--- src/pkg/rpss_pkg.sv ---
// Constants, types and state layout for the reset pin-state sequencer.
// Assumes one CPU clock at CLK_PERIOD_NS drives the whole block.
package rpss_pkg;

  // Pin group widths
  localparam int KEEP_W = 16;
  localparam int FLOAT_W = 16;
  localparam int HIGH_W = 2;
  localparam int HIGH_HOST_INTERRUPT_OUTPUT_BIT = 1;
  localparam int HIGH_FLAG_BIT = 0;

  // CPU clock period
  localparam int CLK_PERIOD_NS = 50;

  // Latest release after reset rises: 38 periods plus 15 ns
  localparam int REL_LIMIT_PERIODS = 38;
  localparam int REL_LIMIT_EXTRA_NS = 15;
  localparam int REL_LIMIT_CYC =
    (REL_LIMIT_PERIODS * CLK_PERIOD_NS + REL_LIMIT_EXTRA_NS) / CLK_PERIOD_NS;

  // Latest float release after reset falls: 1 period plus 15 ns
  localparam int FALL_LIMIT_PERIODS = 1;
  localparam int FALL_LIMIT_EXTRA_NS = 15;

  // Two synchronizer edges, one edge into counting, one edge for pin flops
  localparam int SYNC_STAGES = 2;
  localparam int RELEASE_WAIT = REL_LIMIT_CYC - SYNC_STAGES - 2;
  localparam int CNT_W = 6;
  localparam logic [CNT_W-1:0] CNT_LAST = CNT_W'(RELEASE_WAIT - 1);
  localparam logic [CNT_W-1:0] CNT_ZERO = 6'h00;
  localparam logic [CNT_W-1:0] CNT_ONE = 6'h01;

  // Post-reset level of the forced-high group
  localparam logic [HIGH_W-1:0] HIGH_POST = 2'h3;
  localparam logic [HIGH_W-1:0] HIGH_RST = 2'h0;
  localparam logic [FLOAT_W-1:0] FLOAT_RST = 16'h0000;

  typedef enum logic [2:0] {
    RPSS_HELD  = 3'b001,
    RPSS_COUNT = 3'b010,
    RPSS_RUN   = 3'b100
  } rpss_phase_t;

  typedef struct packed {
    logic [FLOAT_W-1:0] out;
    logic [FLOAT_W-1:0] oe;
  } rpss_float_drv_t;

  typedef struct packed {
    rpss_phase_t phase;
    logic [CNT_W-1:0] cnt;
    logic sync_a;
    logic sync_b;
    logic [HIGH_W-1:0] high;
    rpss_float_drv_t flt;
  } rpss_state_t;

  localparam rpss_state_t STATE_RST = '{
    phase: RPSS_HELD,
    cnt: CNT_ZERO,
    sync_a: 1'b0,
    sync_b: 1'b0,
    high: HIGH_RST,
    flt: '{out: FLOAT_RST, oe: FLOAT_RST}
  };

endpackage

--- src/logic/rpss_seq.sv ---
// Reset pin-state sequencer: holds, floats and forces pin groups during
// reset and releases them a fixed count of CPU clocks after reset rises.
// Assumes the core supplies pin values and directions synchronous to
// i_ref_clk, and the board resolves pin wires from the output enables.
//
// Overview of operation
// RQ1 - Keeper pins hold prior level during reset
// RQ2 - Keeper pins take core levels within limit
// RQ3 - Flag and interrupt pins driven high after release
// RQ4 - Float pins stay undriven until configured
// RQ5 - Float pins stop driving at once on reset
// RQ6 - Warm reset held low three clocks
// RQ7 - Power-up reset held after oscillator stable
// RQ8 - Power-up reset held after clock output valid
// RQ9 - Release timed by counting synchronized reset release
`timescale 1ns/1ns

// Data holding register with no reset, so it survives reset
module rpss_hold_reg #(
  parameter int W = 16
) (
  input wire logic i_ref_clk,
  input wire logic i_load,
  input wire logic [W-1:0] i_d,
  output logic [W-1:0] o_q
);

  always_ff @(posedge i_ref_clk) begin
    if (i_load) begin
      o_q <= i_d;
    end
  end

endmodule

module rpss_seq (
  input wire logic i_ref_clk,
  input wire logic i_rst_b,
  input wire logic [rpss_pkg::KEEP_W-1:0] i_keeper_core,
  input wire logic [rpss_pkg::HIGH_W-1:0] i_high_core,
  input wire logic [rpss_pkg::FLOAT_W-1:0] i_float_core,
  input wire logic [rpss_pkg::FLOAT_W-1:0] i_float_dir,
  input wire logic [rpss_pkg::FLOAT_W-1:0] i_float_pins,
  output logic [rpss_pkg::KEEP_W-1:0] o_keeper_pins,
  output logic [rpss_pkg::HIGH_W-1:0] o_high_pins,
  output rpss_pkg::rpss_float_drv_t o_float_drv,
  output logic [rpss_pkg::FLOAT_W-1:0] o_float_in,
  output logic o_released
);

  // The released flag lands on edge 37 and is first sampled high on edge 38
  localparam int A_REL_DLY = rpss_pkg::REL_LIMIT_CYC - 1;

  rpss_pkg::rpss_state_t q;
  rpss_pkg::rpss_state_t next_q;
  logic keep_load;

  // The reset pin itself is the board's concern; only its release is timed
  // RQ6 RQ7 RQ8

  always_comb begin
    next_q = q;
    // Release is synchronized before it may start the count
    next_q.sync_a = 1'b1; // RQ9
    next_q.sync_b = q.sync_a; // RQ9
    case (q.phase)
      rpss_pkg::RPSS_HELD: begin
        if (q.sync_b) begin
          next_q.phase = rpss_pkg::RPSS_COUNT; // RQ9
          next_q.cnt = rpss_pkg::CNT_ZERO;
        end
      end
      rpss_pkg::RPSS_COUNT: begin
        if (q.cnt == rpss_pkg::CNT_LAST) begin
          next_q.phase = rpss_pkg::RPSS_RUN; // RQ9
          next_q.high = rpss_pkg::HIGH_POST; // RQ3
        end else begin
          next_q.cnt = q.cnt + rpss_pkg::CNT_ONE; // RQ9
        end
      end
      rpss_pkg::RPSS_RUN: begin
        next_q.high = i_high_core;
        // Undriven until the core sets a direction bit
        next_q.flt.oe = i_float_dir; // RQ4
        next_q.flt.out = i_float_core;
      end
      default: begin
        next_q = rpss_pkg::STATE_RST;
      end
    endcase
  end

  // Asynchronous reset drops every float enable immediately
  always_ff @(posedge i_ref_clk or negedge i_rst_b) begin
    if (!i_rst_b) begin
      q <= rpss_pkg::STATE_RST; // RQ5
    end else begin
      q <= next_q;
    end
  end

  // Keeper capture stops the moment reset goes low
  assign keep_load = i_rst_b && (q.phase == rpss_pkg::RPSS_RUN); // RQ1 RQ2

  rpss_hold_reg #(
    .W(rpss_pkg::KEEP_W)
  ) u_keep (
    .i_ref_clk(i_ref_clk),
    .i_load(keep_load),
    .i_d(i_keeper_core),
    .o_q(o_keeper_pins)
  );

  assign o_high_pins = q.high;
  assign o_float_drv = q.flt;
  assign o_float_in = i_float_pins;
  assign o_released = (q.phase == rpss_pkg::RPSS_RUN);
endmodule

--- config.mk ---
export PLATFORM = sky130hd
export DESIGN_NAME = rpss_seq
export DESIGN_NICKNAME = d
export VERILOG_FILES = /design/src/pkg/rpss_pkg.sv /design/src/logic/rpss_seq.sv
export SDC_FILE = /design/constraint.sdc
export NUM_CORES = 1
export LEC_CHECK = 0
export ABC_AREA = 1
export BUFFER_PORTS_ARGS = -buffer_cell sky130_fd_sc_hd__buf_2
export CAP_MARGIN = 20
export CORE_MARGIN = 3
export CORE_UTILIZATION = 40
export DETAILED_ROUTE_END_ITERATION = 12
export GPL_TIMING_DRIVEN = 0
export PLACE_DENSITY = 0.71
export SYNTH_ARGS = -nofsm -noshare
export SYNTH_HDL_FRONTEND = slang
export SYNTH_SLANG_ARGS = --single-unit
--- constraint.sdc ---
create_clock -name i_ref_clk -period 3.35 [get_ports i_ref_clk]
set_input_delay 0.67 -clock i_ref_clk [delete_from_list [all_inputs] [get_ports i_ref_clk]]
set_output_delay 0.67 -clock i_ref_clk [all_outputs]
set_load 0.02 [all_outputs]
==> summary.md <==
| Metric | Value |
|---|---|
| MaxCap Viol Count | `0` |
| Post-Syn Area | `between 0.002 and 0.003 mm²` |
| Synthesized area per cell | `12.0 µm²` |
| Power Density | `458 mW/mm²` |
| CTS buffer count | `9` |
| Leakage | `1.88 nW` |
| Die area | `0.00775 mm²` |
| Clock-pin transition on the worst setup and hold timing paths | `0.07 ns` |
| Initial Utilization | `0.419` |
| CP max-delay cell | `dfrtp_1` |
| Vias in the first global route | `1,868` |
| Pins Over Slew Limit | `0` |
| Achievable clock frequency | `451 MHz` |
| Most frequent cells in the layout | `120 x buf_2, 51 x buf_4, 44 x dfrtp_1` |
| Final setup violating endpoints | `0` |
| Post-CTS setup buffer count | `0` |
| Dpl hpwl | `4040 µm` |
| Max incr delay on CP | `0.40 ns` |
| DRC | `0` |
| CTS sink cnt | `61` |
| Max-slew headroom at the worst pin | `0.699` |
| Mapped Cells | `225` |
| Crit path cell chain | `inv_2, nor3_4, buf_6, buf_2` |
| IO Port Bufs | `118` |
| ANT cells | `0` |
| Hold Path Class | `in2async` |
| CTS tree | `yes` |
| Total number of vias | `between 1,500 and 2,000` |
| Most common cell after layout, fill and taps aside | `buf_2` |
| #FFs+latches synth | `61` |
| Post-route insts no fill | `about 440` |
| Chip Width | `88.0 µm` |
| Syn_nets | `295` |
| Family with the most delay on the worst path | `buffers and inverters` |
| Dpl cells | `approximately 420` |
| CP bufs+invs | `3` |
| Final period utilization | `0.662` |
| Kind of start point of the critical path | `flop` |
| Routed wire length | `about 5400 µm` |
| Distinct cell type count after synthesis | `23` |
| CP Data Arrival Time | `1.55 ns` |
| Overall Power | `approximately 1.6 mW` |
| DRT Pass-1 Iters | `4` |
| Remaining Overflow, GRT | `0` |
| WL/cell | `12.4 µm` |
| Fin. Hold Viols | `0` |
| Pin count of the biggest net entering global routing | `47` |
| Worst Setup End Kind | `output pin` |
| Post-layout nets | `approximately 430` |
| CTS resizes | `0` |
| Critical path type | `reg2out` |
| P&R area growth vs syn | `33.7%` |
| ANT nets after route | `0` |
| Core area | `0.00642 mm²` |
| Via density | `roughly 4.6` |
| Crit-path max FO | `10` |
| Warnings from Yosys | `0` |
| First DRT Iteration DRCs | `49` |
| Setup_tns | `0 ns` |
| Rows | `29` |
| Clock root buffer | `clkbuf_8` |
| Status | `finished clean` |
| Post-synthesis sequential area ratio | `0.597` |
| Slew of the pin with the lowest slew margin | `roughly 0.45 ns` |
| Critical Path RT | `~2.7 ns` |
| Final Skew | `between 0.006 and 0.007 ns` |
| CTS hold repair buffers | `0` |
| Period minus WS final | `2.22 ns` |
| Total GRT Usage | `0.142` |
| Gpl congestion | `0.860` |
| Max Root-Sink Buffers | `2` |
| Die Ht | `approximately 88 µm` |
| Clock insertion delay at the later pin of the skew report | `between 0.3 and 0.4 ns` |
| WHS | `approximately 0.21 ns` |
| RSZ-0062 raised after global routing | `no` |
| Num ports | `135` |
| Peak supply drop | `0.000260 V` |
| Layout cells sized above 1 | `0.554` |
| H-tree depth | `3` |
| Initial antenna violation count | `0` |
| First-pass GRT wire length | `8460 µm` |
through the flow:
stage,utilization,cell area (µm²),worst slack [ns]
2_1_floorplan,-,2690,1.43
3_3_place_gp,0.526,3380,0.407
4_1_cts,0.557,3580,1.05
6_report,0.560,3600,1.13
3_5_place_dp,0.527,3390,0.848
5_1_grt,0.560,3600,0.989
Yosys cell counts, drive strengths merged:
cell	number	area share
buf	56	0.16
dfrtp	44	0.41
a22o	32	0.10
nand2	29	0.042
edfxtp	16	0.18
inv	15	0.021
nand3	8	0.017
nor2	8	0.011
a21oi	4	0.0074
nor3	3	0.014
ha	2	0.0093
nand4	2	0.0046
or2	2	0.0046
dfstp	1	0.0098
o2111ai	1	0.0033
o21ai	1	0.0019
o21bai	1	0.0028
sequential cells by signal (all words and copies together), names as in the netlist:
name / flops
o_high_pins: 2
q: 11
o_float_drv: 32
u_keep.o_q: 16
per-layer routing:
metal  vias to the layer above  global-route usage  routed length [µm]  share of wire
li1                        982                   -                   -              -
met1                       923               0.179                2310           0.43
met2                        84               0.231                2640           0.49
met3                         5              0.0470                 439          0.081
met4                         0              0.0453                  33         0.0061
met5                         -                   0                   0              0
final timing paths:
kind | cells past startpoint | from | end | slack (ns)
max reg2reg | 5 | q[44] | u_keep.o_q[0] | 1.50
min in group i_ref_clk | 2 | q[35] | q[34] | 0.45
min reg2reg | 2 | q[35] | q[34] | 0.45
max | 4 | q[44] | o_released | 1.13
max in group asynchronous | 2 | i_rst_b | q[42] | 2.62
min | 1 | i_rst_b | o_float_drv[14] | 0.21
cell type report:
cell class                 instances  area [µm²]
inverter                          15        56.3
clock inverter                     4        47.5
clock buffer                      12         145
fill                             538        2820
timing repair buffer             120         618
buffer                            56         430
multi-input combinational         93         598
sequential                        61        1610
tap                               77        96.3
worst register-to-register path, delay by kind of cell (launching register included):
| kind | cells | cell delay, ns |
|---|---|---|
| flip-flops | 1 | 0.40 |
| buffers and inverters | 3 | 0.50 |
| AND/OR/NAND/NOR | 2 | 0.64 |
cells by family after synthesis:
kind of cell,count (synthesis),synth area share
AO/OA/AOI/OAI,39,0.119
adder cells (fa/ha/maj),2,0.00929
buffers and inverters,71,0.181
flip-flops,61,0.597
AND/OR/NAND/NOR,52,0.0934
report_power, final:
| group | leakage (nW) | switching (mW) | internal [mW] |
|---|---|---|---|
| Combinational | 1.11 | 0.102 | 0.104 |
| Clock | 0.0964 | 0.269 | 0.362 |
| Sequential | 0.677 | 0.0135 | 0.797 |
| Total | 1.88 | 0.385 | 1.26 |
(Power assumes the default switching activity.)
